==> src/inc/hblc_pkg.sv <==
// shared constants, carriers and states of the packet and code link controller
package hblc_pkg;
  // ==========================================================
  // register byte addresses
  localparam logic [7:0] ADDR_RX_INFO = 8'h03;
  localparam logic [7:0] ADDR_RX_CODE = 8'h04;
  localparam logic [7:0] ADDR_RX_FIFO = 8'h05;
  localparam logic [7:0] ADDR_TX_INFO = 8'h06;
  localparam logic [7:0] ADDR_TX_CODE = 8'h07;
  localparam logic [7:0] ADDR_TX_FIFO = 8'h08;
  localparam logic [7:0] ADDR_TX_LAST = 8'h09;
  // ==========================================================
  // field positions
  localparam int RXI_ABORT = 7;
  localparam int RXI_CRC = 6;
  localparam int RXI_OVR = 5;
  localparam int RXI_GOOD = 4;
  localparam int RXI_EMPTY = 3;
  localparam int RXI_POK = 2;
  localparam int RXI_CLOSE = 1;
  localparam int RXI_OPEN = 0;
  localparam int RXC_LATCH = 7;
  localparam int RXC_LIVE = 6;
  localparam int TXI_EMPTY = 2;
  localparam int TXI_FULL = 1;
  localparam int TXI_STARVE = 0;
  localparam int TXC_SEND = 7;
  localparam int TXC_SRC = 6;
  // ==========================================================
  // reset values and line constants
  localparam logic [5:0] CODE_RESET = 6'h3F;
  localparam logic [7:0] TXC_RESET = 8'h00;
  localparam logic [7:0] FLAG_BYTE = 8'h7E;
  localparam logic [7:0] ONES_BYTE = 8'hFF;
  localparam logic [15:0] CRC_INIT = 16'hFFFF;
  localparam logic [15:0] CRC_POLY = 16'h8408;
  localparam logic [15:0] CRC_GOOD = 16'hF0B8;
  localparam logic [2:0] ONES_STUFF = 3'd5;
  localparam logic [2:0] ONES_FLAG = 3'd6;
  localparam logic [2:0] ONES_MAX = 3'd7;
  localparam logic [2:0] BYTE_LAST = 3'd7;
  localparam logic [4:0] CODE_PERIOD = 5'd16;
  // ==========================================================
  // carriers and states
  typedef struct packed {
    logic first;
    logic last;
    logic good;
    logic [7:0] data;
  } hblc_rx_entry_type;
  typedef struct packed {
    logic eom;
    logic [7:0] data;
  } hblc_tx_entry_type;
  typedef enum logic [2:0] {
    TX_IDLE, TX_DATA, TX_FCS_LO, TX_FCS_HI, TX_ABORT, TX_CODE_HI, TX_CODE_LO
  } hblc_tx_state_type;
endpackage

==> src/design/hblc_link_ctrl.sv <==
// packet framer and bit-oriented code controller for the facility data link
`timescale 1ns/1ps
// Operation
// - seven or more ones in a row set the latched abort flag.
// - closing flag with bad frame check sets the latched check-error flag.
// - storing a byte into a full receive FIFO sets the latched overflow flag.
// - a complete checked packet sets the latched good-message flag.
// - empty bit high exactly while receive FIFO is empty.
// - head byte marked when it closes a clean packet with correct check.
// - head byte marked when it closes any packet.
// - head byte marked when it opens a packet.
// - receive latched flags clear when the receive info register is read.
// - latched code-seen bit set on detection, cleared by reading it.
// - live code-seen bit follows current detection of a repeating code.
// - received code reported with first bit in bit 0.
// - code field holds last verified code, all ones after reset.
// - reading the receive FIFO port returns next byte, bit 7 most significant.
// - transmit FIFO empty mid-packet sends abort and sets underrun.
// - underrun flag clears when transmit info register is read.
// - rising edge of send bit starts sending the programmed code.
// - source select picks external link pin at 0, controller at 1.
// - transmitted code goes out bit 0 first, bit 5 last.
// - each write to transmit FIFO port queues one byte while the FIFO is not full.
// - receive FIFO holds 64 bytes; half-full raised beyond halfway.
module hblc_link_ctrl
  import hblc_pkg::*;
#(
  parameter int RX_DEPTH = 64,
  parameter int TX_DEPTH = 64,
  parameter int BIT_DIV = 64,
  parameter int CODE_VERIFY = 3
)(
  // clock and reset
  input wire logic sys_clk,
  input wire logic srst,
  // register port
  input wire logic [7:0] reg_addr,
  input wire logic [7:0] reg_wdata,
  input wire logic reg_wr,
  input wire logic reg_rd,
  output logic [7:0] reg_rdata,
  // link pins
  input wire logic rx_link_data,
  input wire logic ext_link_input,
  output logic tx_link_data,
  // status
  output logic rx_half_full
);
  localparam int RAW = $clog2(RX_DEPTH);
  localparam int TAW = $clog2(TX_DEPTH);
  localparam int DW = $clog2(BIT_DIV);

  // ==========================================================
  // pin synchronisers and bit-rate divider
  logic [1:0] pin_meta_reg;
  logic [1:0] pin_sync_reg;
  logic [DW-1:0] div_reg;
  logic tick_reg;
  logic rx_bit;
  logic ext_bit;
  assign rx_bit = pin_sync_reg[0];
  assign ext_bit = pin_sync_reg[1];

  // two stages on both pins
  always_ff @(posedge sys_clk)
  begin
    pin_meta_reg <= {ext_link_input, rx_link_data};
    pin_sync_reg <= pin_meta_reg;
  end

  // one-cycle bit enable
  always_ff @(posedge sys_clk)
  begin
    if (srst)
    begin
      div_reg <= '0;
      tick_reg <= 1'b0;
    end
    else
    begin
      tick_reg <= (div_reg == DW'(BIT_DIV - 1));
      div_reg <= (div_reg == DW'(BIT_DIV - 1)) ? '0 : div_reg + 1'b1;
    end
  end

  function automatic logic [15:0] crc_step(input logic [15:0] c, input logic b);
    crc_step = (c >> 1) ^ ((c[0] ^ b) ? CRC_POLY : 16'h0000);
  endfunction

  // ==========================================================
  // register access decode
  logic rd_rx_info, rd_rx_code, rd_rx_fifo, rd_tx_info;
  logic wr_tx_code, wr_tx_fifo, wr_tx_last;
  assign rd_rx_info = reg_rd && (reg_addr == ADDR_RX_INFO);
  assign rd_rx_code = reg_rd && (reg_addr == ADDR_RX_CODE);
  assign rd_rx_fifo = reg_rd && (reg_addr == ADDR_RX_FIFO);
  assign rd_tx_info = reg_rd && (reg_addr == ADDR_TX_INFO);
  assign wr_tx_code = reg_wr && (reg_addr == ADDR_TX_CODE);
  assign wr_tx_fifo = reg_wr && (reg_addr == ADDR_TX_FIFO);
  assign wr_tx_last = reg_wr && (reg_addr == ADDR_TX_LAST);

  // ==========================================================
  // receive deframer
  logic [2:0] rx_ones_reg;
  logic [2:0] rx_bits_reg;
  logic [7:0] rx_sr_reg;
  logic [15:0] rx_crc_reg;
  logic [15:0] rx_crc_byte_reg;
  logic rx_in_frame_reg, rx_frame_ovr_reg;
  logic hold_valid_reg, hold_first_reg;
  logic [7:0] hold_byte_reg;
  logic ev_data, ev_flag, ev_abort, byte_done, rx_wr, rx_full, rx_empty;
  logic [15:0] rx_crc_next;
  hblc_rx_entry_type rx_wr_entry;

  assign ev_data = tick_reg && (rx_ones_reg < ONES_STUFF);
  assign ev_flag = tick_reg && !rx_bit && (rx_ones_reg == ONES_FLAG);
  assign ev_abort = tick_reg && rx_bit && (rx_ones_reg == ONES_FLAG);
  assign byte_done = ev_data && rx_in_frame_reg && (rx_bits_reg == BYTE_LAST);
  assign rx_crc_next = crc_step(rx_crc_reg, rx_bit);
  assign rx_wr = hold_valid_reg && (byte_done || (rx_in_frame_reg && (ev_flag || ev_abort)));

  // entry leaving the one-byte hold; closing marks known only at the flag or abort
  always_comb
  begin
    rx_wr_entry.first = hold_first_reg;
    rx_wr_entry.last = !byte_done;
    rx_wr_entry.good = ev_flag && (rx_crc_byte_reg == CRC_GOOD) && !rx_frame_ovr_reg;
    rx_wr_entry.data = hold_byte_reg;
  end

  // ones run, zero removal and byte assembly, first bit into bit 0
  always_ff @(posedge sys_clk)
  begin
    if (srst)
    begin
      rx_ones_reg <= '0;
      rx_bits_reg <= '0;
      rx_sr_reg <= '0;
      rx_crc_reg <= CRC_INIT;
      rx_crc_byte_reg <= CRC_INIT;
      rx_in_frame_reg <= 1'b0;
      rx_frame_ovr_reg <= 1'b0;
      hold_valid_reg <= 1'b0;
      hold_first_reg <= 1'b0;
      hold_byte_reg <= '0;
    end
    else if (tick_reg)
    begin
      rx_ones_reg <= !rx_bit ? 3'd0 : (rx_ones_reg == ONES_MAX) ? ONES_MAX : rx_ones_reg + 1'b1;
      if (ev_flag)
      begin
        rx_in_frame_reg <= 1'b1;
        rx_frame_ovr_reg <= 1'b0;
        rx_bits_reg <= '0;
        rx_crc_reg <= CRC_INIT;
        hold_valid_reg <= 1'b0;
        hold_first_reg <= 1'b1;
      end
      else if (ev_abort)
      begin
        rx_in_frame_reg <= 1'b0;
        hold_valid_reg <= 1'b0;
      end
      else if (ev_data && rx_in_frame_reg)
      begin
        rx_sr_reg <= {rx_bit, rx_sr_reg[7:1]};
        rx_bits_reg <= rx_bits_reg + 1'b1;
        rx_crc_reg <= rx_crc_next;
        if (byte_done)
        begin
          rx_crc_byte_reg <= rx_crc_next;
          hold_byte_reg <= {rx_bit, rx_sr_reg[7:1]};
          hold_valid_reg <= 1'b1;
          hold_first_reg <= !hold_valid_reg && hold_first_reg;
          if (rx_wr && rx_full)
            rx_frame_ovr_reg <= 1'b1;
        end
      end
    end
  end

  // ==========================================================
  // receive FIFO
  hblc_rx_entry_type rx_mem [RX_DEPTH];
  logic [RAW-1:0] rx_wp_reg, rx_rp_reg;
  logic [RAW:0] rx_cnt_reg;
  logic rx_pop, rx_push;
  hblc_rx_entry_type rx_head;
  assign rx_full = (rx_cnt_reg == (RAW+1)'(RX_DEPTH));
  assign rx_empty = (rx_cnt_reg == '0);
  assign rx_push = rx_wr && !rx_full;
  assign rx_pop = rd_rx_fifo && !rx_empty;
  assign rx_head = rx_mem[rx_rp_reg];

  always_ff @(posedge sys_clk)
  begin
    if (rx_push)
      rx_mem[rx_wp_reg] <= rx_wr_entry;
  end

  // pointers, fill level and half-full marker
  always_ff @(posedge sys_clk)
  begin
    if (srst)
    begin
      rx_wp_reg <= '0;
      rx_rp_reg <= '0;
      rx_cnt_reg <= '0;
      rx_half_full <= 1'b0;
    end
    else
    begin
      rx_wp_reg <= rx_push ? rx_wp_reg + 1'b1 : rx_wp_reg;
      rx_rp_reg <= rx_pop ? rx_rp_reg + 1'b1 : rx_rp_reg;
      rx_cnt_reg <= rx_cnt_reg + (RAW+1)'(rx_push) - (RAW+1)'(rx_pop);
      rx_half_full <= (rx_cnt_reg > (RAW+1)'(RX_DEPTH / 2));
    end
  end

  // ==========================================================
  // receive latched flags, set beats the clearing read
  logic abort_reg, crc_err_reg, ovr_reg, good_reg;
  always_ff @(posedge sys_clk)
  begin
    if (srst)
    begin
      abort_reg <= 1'b0;
      crc_err_reg <= 1'b0;
      ovr_reg <= 1'b0;
      good_reg <= 1'b0;
    end
    else
    begin
      abort_reg <= ev_abort || (abort_reg && !rd_rx_info);
      crc_err_reg <= (ev_flag && hold_valid_reg && rx_in_frame_reg
                      && (rx_crc_byte_reg != CRC_GOOD)) || (crc_err_reg && !rd_rx_info);
      ovr_reg <= (rx_wr && rx_full) || (ovr_reg && !rd_rx_info);
      // a packet that lost bytes to overflow is not a valid message
      good_reg <= (ev_flag && hold_valid_reg && rx_in_frame_reg && !rx_frame_ovr_reg
                   && !rx_full && (rx_crc_byte_reg == CRC_GOOD))
                  || (good_reg && !rd_rx_info);
    end
  end

  // ==========================================================
  // code receiver: eight ones, zero, six code bits, zero
  logic [15:0] cw_reg;
  logic [15:0] cw_now;
  logic [5:0] cand_reg, code_reg;
  logic [4:0] phase_reg;
  logic [3:0] match_reg;
  logic live_reg, latch_reg, cw_hit;
  assign cw_now = {rx_bit, cw_reg[15:1]};
  assign cw_hit = (cw_now[7:0] == ONES_BYTE) && !cw_now[8] && !cw_now[15];

  always_ff @(posedge sys_clk)
  begin
    if (srst)
    begin
      cw_reg <= '0;
      cand_reg <= CODE_RESET;
      code_reg <= CODE_RESET;
      phase_reg <= '0;
      match_reg <= '0;
      live_reg <= 1'b0;
      latch_reg <= 1'b0;
    end
    else
    begin
      if (tick_reg)
      begin
        cw_reg <= cw_now;
        if (cw_hit)
        begin
          phase_reg <= '0;
          cand_reg <= cw_now[14:9];
          if (cw_now[14:9] != cand_reg)
            match_reg <= 4'd1;
          else if (match_reg != 4'(CODE_VERIFY))
            match_reg <= match_reg + 1'b1;
          if ((cw_now[14:9] == cand_reg) && (match_reg + 1'b1 >= 4'(CODE_VERIFY)))
          begin
            code_reg <= cand_reg;
            live_reg <= 1'b1;
          end
        end
        else if (phase_reg == CODE_PERIOD - 1'b1)
        begin
          match_reg <= '0;
          live_reg <= 1'b0;
          phase_reg <= '0;
        end
        else
          phase_reg <= phase_reg + 1'b1;
      end
      latch_reg <= (!live_reg && tick_reg && cw_hit && (cw_now[14:9] == cand_reg)
                    && (match_reg + 1'b1 >= 4'(CODE_VERIFY)))
                   || (latch_reg && !rd_rx_code);
    end
  end

  // ==========================================================
  // transmit FIFO
  hblc_tx_entry_type tx_mem [TX_DEPTH];
  logic [TAW-1:0] tx_wp_reg, tx_rp_reg;
  logic [TAW:0] tx_cnt_reg;
  logic tx_full, tx_empty, tx_push, tx_pop;
  hblc_tx_entry_type tx_head;
  assign tx_full = (tx_cnt_reg == (TAW+1)'(TX_DEPTH));
  assign tx_empty = (tx_cnt_reg == '0);
  assign tx_push = (wr_tx_fifo || wr_tx_last) && !tx_full;
  assign tx_head = tx_mem[tx_rp_reg];

  always_ff @(posedge sys_clk)
  begin
    if (tx_push)
      tx_mem[tx_wp_reg] <= '{eom: wr_tx_last, data: reg_wdata};
  end

  always_ff @(posedge sys_clk)
  begin
    if (srst)
    begin
      tx_wp_reg <= '0;
      tx_rp_reg <= '0;
      tx_cnt_reg <= '0;
    end
    else
    begin
      tx_wp_reg <= tx_push ? tx_wp_reg + 1'b1 : tx_wp_reg;
      tx_rp_reg <= tx_pop ? tx_rp_reg + 1'b1 : tx_rp_reg;
      tx_cnt_reg <= tx_cnt_reg + (TAW+1)'(tx_push) - (TAW+1)'(tx_pop);
    end
  end

  // ==========================================================
  // code control register and send edge
  logic [7:0] txc_reg;
  logic code_req_reg, code_start;
  always_ff @(posedge sys_clk)
  begin
    if (srst)
    begin
      txc_reg <= TXC_RESET;
      code_req_reg <= 1'b0;
    end
    else
    begin
      if (wr_tx_code)
        txc_reg <= reg_wdata;
      code_req_reg <= (wr_tx_code && reg_wdata[TXC_SEND] && !txc_reg[TXC_SEND])
                      || (code_req_reg && !code_start);
    end
  end

  // ==========================================================
  // transmit framer: next byte choice at each byte boundary
  hblc_tx_state_type tx_state_reg, tx_state_next;
  logic [7:0] tx_sr_reg, tx_byte_next;
  logic [2:0] tx_left_reg, tx_ones_reg;
  logic [15:0] tx_crc_reg, tx_crc_upd;
  logic tx_stuff_reg, tx_stuff_next, tx_eom_reg, tx_bit_reg, starve, tx_insert, tx_load;
  assign tx_insert = (tx_ones_reg == ONES_STUFF);
  assign tx_load = tick_reg && !tx_insert && (tx_left_reg == '0);
  assign tx_crc_upd = (tx_state_reg == TX_DATA) ? crc_step(tx_crc_reg, tx_sr_reg[0]) : tx_crc_reg;

  always_comb
  begin
    tx_state_next = TX_IDLE;
    tx_byte_next = FLAG_BYTE;
    tx_stuff_next = 1'b0;
    tx_pop = 1'b0;
    starve = 1'b0;
    code_start = 1'b0;
    case (tx_state_reg)
      TX_CODE_HI:
      begin
        tx_state_next = TX_CODE_LO;
        tx_byte_next = {1'b0, txc_reg[5:0], 1'b0};
      end
      TX_DATA:
        if (tx_eom_reg)
        begin
          tx_state_next = TX_FCS_LO;
          tx_byte_next = ~tx_crc_upd[7:0];
          tx_stuff_next = 1'b1;
        end
        else if (!tx_empty)
        begin
          tx_state_next = TX_DATA;
          tx_byte_next = tx_head.data;
          tx_stuff_next = 1'b1;
          tx_pop = tx_load;
        end
        else
        begin
          tx_state_next = TX_ABORT;
          tx_byte_next = ONES_BYTE;
          starve = tx_load;
        end
      TX_FCS_LO:
      begin
        tx_state_next = TX_FCS_HI;
        tx_byte_next = ~tx_crc_reg[15:8];
        tx_stuff_next = 1'b1;
      end
      default:
        if (code_req_reg || (tx_state_reg == TX_CODE_LO && txc_reg[TXC_SEND]))
        begin
          tx_state_next = TX_CODE_HI;
          tx_byte_next = ONES_BYTE;
          code_start = tx_load;
        end
        else if (!tx_empty && tx_state_reg == TX_IDLE) // a flag always separates packets
        begin
          tx_state_next = TX_DATA;
          tx_byte_next = tx_head.data;
          tx_stuff_next = 1'b1;
          tx_pop = tx_load;
        end
    endcase
  end

  // serializer with zero insertion after five ones, bit 0 first
  always_ff @(posedge sys_clk)
  begin
    if (srst)
    begin
      tx_state_reg <= TX_IDLE;
      tx_sr_reg <= FLAG_BYTE;
      tx_left_reg <= BYTE_LAST;
      tx_ones_reg <= '0;
      tx_crc_reg <= CRC_INIT;
      tx_stuff_reg <= 1'b0;
      tx_eom_reg <= 1'b0;
      tx_bit_reg <= 1'b1;
    end
    else if (tick_reg)
    begin
      if (tx_insert)
      begin
        tx_bit_reg <= 1'b0;
        tx_ones_reg <= '0;
      end
      else
      begin
        tx_bit_reg <= tx_sr_reg[0];
        tx_ones_reg <= (tx_stuff_reg && tx_sr_reg[0]) ? tx_ones_reg + 1'b1 : 3'd0;
        tx_crc_reg <= tx_crc_upd;
        tx_sr_reg <= tx_sr_reg >> 1;
        tx_left_reg <= tx_left_reg - 1'b1;
        if (tx_left_reg == '0)
        begin
          tx_state_reg <= tx_state_next;
          tx_sr_reg <= tx_byte_next;
          tx_left_reg <= BYTE_LAST;
          tx_stuff_reg <= tx_stuff_next;
          tx_eom_reg <= tx_pop && tx_head.eom;
          if (tx_state_next == TX_DATA && tx_state_reg != TX_DATA)
            tx_crc_reg <= CRC_INIT;
        end
      end
    end
  end

  // ==========================================================
  // underrun flag and link output select
  logic starve_reg;
  always_ff @(posedge sys_clk)
  begin
    if (srst)
    begin
      starve_reg <= 1'b0;
      tx_link_data <= 1'b1;
    end
    else
    begin
      starve_reg <= starve || (starve_reg && !rd_tx_info);
      tx_link_data <= txc_reg[TXC_SRC] ? tx_bit_reg : ext_bit;
    end
  end

  // ==========================================================
  // read data, one cycle after the strobe
  always_ff @(posedge sys_clk)
  begin
    if (srst)
      reg_rdata <= '0;
    else if (reg_rd)
    begin
      if (reg_addr == ADDR_RX_INFO)
        reg_rdata <= {abort_reg, crc_err_reg, ovr_reg, good_reg, rx_empty,
                      !rx_empty && rx_head.good, !rx_empty && rx_head.last,
                      !rx_empty && rx_head.first};
      else if (reg_addr == ADDR_RX_CODE)
        reg_rdata <= {latch_reg, live_reg, code_reg};
      else if (reg_addr == ADDR_RX_FIFO)
        reg_rdata <= rx_empty ? 8'h00 : rx_head.data;
      else if (reg_addr == ADDR_TX_INFO)
        reg_rdata <= {5'h00, tx_empty, tx_full, starve_reg};
      else if (reg_addr == ADDR_TX_CODE)
        reg_rdata <= txc_reg;
      else
        reg_rdata <= 8'h00;
    end
  end
endmodule // hblc_link_ctrl

==> config.mk <==
export PLATFORM = sky130hd
export DESIGN_NAME = hblc_link_ctrl
export DESIGN_NICKNAME = d
export VERILOG_FILES = /design/src/inc/hblc_pkg.sv /design/src/design/hblc_link_ctrl.sv
export SDC_FILE = /design/constraint.sdc
export NUM_CORES = 2
export LEC_CHECK = 0
export BUFFER_PORTS_ARGS = -buffer_cell sky130_fd_sc_hd__buf_2
export CAP_MARGIN = 20
export CORE_ASPECT_RATIO = 2
export CORE_MARGIN = 5
export CORE_UTILIZATION = 60
export CTS_BUF_LIST = sky130_fd_sc_hd__clkbuf_16
export DETAILED_ROUTE_END_ITERATION = 10
export GPL_TIMING_DRIVEN = 0
export PLACE_DENSITY = 0.76
export SLEW_MARGIN = 20
export SYNTH_ARGS = -nofsm -noshare
export SYNTH_HDL_FRONTEND = slang
export SYNTH_SLANG_ARGS = --single-unit
==> constraint.sdc <==
create_clock -name sys_clk -period 5.1 [get_ports sys_clk]
set_input_delay 0 -clock sys_clk [delete_from_list [all_inputs] [get_ports sys_clk]]
set_output_delay 0 -clock sys_clk [all_outputs]
set_load 0.02 [all_outputs]
==> key figures <==
Detailed routing
  – Vias per cell: 6.640
  – Vias post-DR: 33710
  – DR iter-0 viols: 3982
  – Residual DRC: 0
  – Detailed Route WL: 178.8 mm
  – Remaining antenna violation count after routing: 0
  – WL/cell: 35.21 µm
  – Detailed Routing Iterations Pass 1: 6

STA
  – Final Setup Violations: 0
  – RSZ-0062 raised after global routing: no
  – Clock Skew: 0.04838 ns
  – Max Freq: 197.9 MHz
  – Final worst path period need: 5.052 ns
  – Final worst-path cycle share: 99.07%
  – Final Worst Setup Slack: 0.04756 ns
  – Worst-margin pin slew: 1.230 ns
  – Max-slew violation count: 0
  – Slew margin rel.: 17.97%
  – Fin. Hold Viols: 0

Synthesis
  – Async set-reset flop share out of synthesis: 0%
  – Post-synth top cells: edfxtp_1, mux4_2, nor2_1
  – Synth area leaders: edfxtp_1, mux4_2, dfxtp_1, mux2i_1, nor2_1
  – Mean area per synthesized cell: 17.19 µm²
  – Count leader, synth: edfxtp_1
  – Number of synthesized register bits: 1496
  – Most area-hungry cell type in the Yosys netlist: edfxtp_1
  – Post-synth top area share: 64.82%
  – Synth unique cells: 85
  – Post-synth net total: 3510
  – Number of synthesized flops with an enable pin: 1280
  – Netlist Area Pre-Place: 0.05930 mm²
  – Syn Inst Count: 3450
  – Sequential area share after synthesis: 72.11%
  – YS warnings: 0
  – Most used DFF post-synth: edfxtp_1

Power and ir drop
  – Post-layout power: 22.67 mW
  – Lkg Pwr: 20.84 nW
  – Peak VDD IR: 0.6138 mV
  – Cell Pwr Density: 344.9 mW/mm²

Floorplan
  – Die ar.: 0.1056 mm²
  – # rows: 163
  – Core ar.: 0.09851 mm²
  – I/O pin count: 32
  – Die Wd: 232.3 µm
  – Die H: 454.6 µm
  – Initial Utilization: 60.20%

Clocking
  – Htree depth: 3
  – Total CTS buffers: 120
  – CTS sink cnt: 1496
  – Post_cts resized: 0
  – CTS max path bufs: 3
  – CTS tree: done
  – Postcts setup bufs: 0
  – Hold buffers post-CTS: 25
  – Root Buffer: clkbuf_16
  – CTS clock-pin slew for the worst setup and hold paths: 0.07 ns
  – Worst-skew pair later-pin latency: 0.79 ns

Global route
  – Initial antenna violation count: 5
  – First-pass GRT wire length: 250.6 mm
  – Largest net degree at the start of global routing: 67
  – Grt ovf: 0
  – GR Util All Layers: 34.26%
  – Vias in the first global route: 34550

Layout
  – Nets: 3711
  – Max reg flops: 704
  – Largest Register: rx_mem
  – Largest regs: rx_mem x704, tx_mem x576
  – Layout cells sized above 1: 18.42%
  – P&R area growth vs syn: 10.84%

Setup path
  – Reg2Reg Depth: 8
  – Crit path arrival time: 5.78 ns
  – Req. time, crit path: 5.83 ns
  – Critical path endpoint category: register
  – CP startpoint kind: register
  – R2R Path End: reg_rdata[1]$_SDFFE_PP0P_
  – CP Max Fanout: 10
  – R2R setup slack: 0.05 ns
  – WS Path Type: register to register

Status
  – Status: finished clean

Placement
  – Detailed Place HPWL: 125.4 mm
  – Setup WS pre-CTS: 0.8865 ns
  – IO Port Bufs: 30
  – GP Congestion: 1.040

Hold path
  – Worst Hold Launch: reg_addr[5]
  – Hold path cells: 6
  – Worst hold path type: primary input to register
  – WHS Endpoint: reg_rdata[2]$_SDFFE_PP0P_

Job
  – MaxCap Viol Count: 0
==> where the power goes <==
part	internal [mW]	total, mW	switching, mW
logic	0.0732	0.275	0.202
registers	13.2	13.2	0.0176
clock network	4.88	9.22	4.35
==> layout by cell type, fill, tap and decap left out, types with 24 or more instances in the layout <==
| cell | count |
|---|---|
| edfxtp_1 | 1280 |
| a22oi_1 | 118 |
| buf_2 | 75 |
| ha_1 | 36 |
| clkbuf_16 | 121 |
| nand2b_1 | 32 |
| nor2_1 | 222 |
| nand3b_1 | 28 |
| mux2i_1 | 147 |
| nand3_1 | 58 |
| xor2_1 | 24 |
| mux4_2 | 288 |
| a21oi_1 | 104 |
| inv_1 | 76 |
| nor3_1 | 37 |
| dfxtp_1 | 207 |
| clkbuf_1 | 94 |
| buf_4 | 36 |
| o21ai_0 | 55 |
| nor2b_1 | 37 |
| nand2_1 | 203 |
| nor2_2 | 49 |
| dlygate4sd3_1 | 27 |
==> final cells by class <==
class	count	area, µm²
Buffer	190	900.9
Multi-Input combinational cell	1720	15630
Sequential cell	1496	42790
Fill cell	6608	32780
Clock buffer	121	3028
Inverter	44	165.2
Clock inverter	102	813.3
Timing Repair Buffer	79	726.9
Tap cell	1320	1652
Antenna cell	5	12.51
==> how the worst max path moves through the flow <==
stage,startpoint,end,slack (ns),depth (start not counted)
final,register,reg_rdata[1]$_SDFFE_PP0P_,0.05,8
after global routing,register,reg_rdata[1]$_SDFFE_PP0P_,0.27,8
after CTS,register,reg_rdata[1]$_SDFFE_PP0P_,0.34,8
after detailed placement,register,reg_rdata[1]$_SDFFE_PP0P_,0.89,7
after global placement,rx_ones_reg[1]$_SDFFE_PP0P_,rx_mem[58][8]$_DFFE_PP_,-2.24,4
after floorplan,rx_ones_reg[0]$_SDFFE_PP0P_,rx_mem[0][8]$_DFFE_PP_,0.99,5
==> critical path, stage by stage (launching register included) <==
cell,delay (ns)
dfxtp_1,0.57
clkbuf_1,0.74
buf_1,0.85
nand3b_1,0.57
o22ai_1,0.73
nor4_1,0.20
o21ai_0,0.59
a32o_1,0.20
dlygate4sd3_1,0.54
==> cells by family (layout without fill, tap and decap cells) <==
| kind of cell | after synthesis | after routing | share of synthesized area [%] |
|---|---|---|---|
| muxes | 444 | 444 | 13.59 |
| other | 0 | 5 | 0 |
| adders and majority gates | 38 | 38 | 0.8272 |
| buffers and inverters | 234 | 536 | 1.781 |
| DFF | 1496 | 1496 | 72.11 |
| AOI/OAI and AO/OA | 429 | 429 | 4.887 |
| and+or+nand+nor | 764 | 764 | 6.134 |
| xor gates and xnor gates | 45 | 45 | 0.6647 |
==> per-stage QoR <==
| step | hold WS, ns | instance area (µm²) | std cells | util (%) | TNS [ns] |
|---|---|---|---|---|---|
| final | 0.05738 | 65720 | 5077 | 66.72 | 0 |
| after global routing | 0.08078 | 65710 | 5072 | 66.71 | 0 |
| after CTS | 0.003330 | 65620 | 5070 | 66.62 | 0 |
| after detailed placement | 0.1044 | 61530 | 4822 | 62.47 | 0 |
| after global placement | 0.1022 | 61100 | 4800 | 62.02 | -254.03 |
| after floorplan | 0.02772 | 59300 | 3450 | - | 0 |
==> metal layers <==
metal | global-route usage (%) | vias up | part of all wire, %
met5 | 0 | - | 0.0073
met4 | 33.22 | 2 | 13
met3 | 7.255 | 753 | 7.2
met2 | 58.87 | 1899 | 51
met1 | 33.41 | 17010 | 29
li1 | - | 14050 | -
Note: power is estimated with default switching activity, not from simulation.
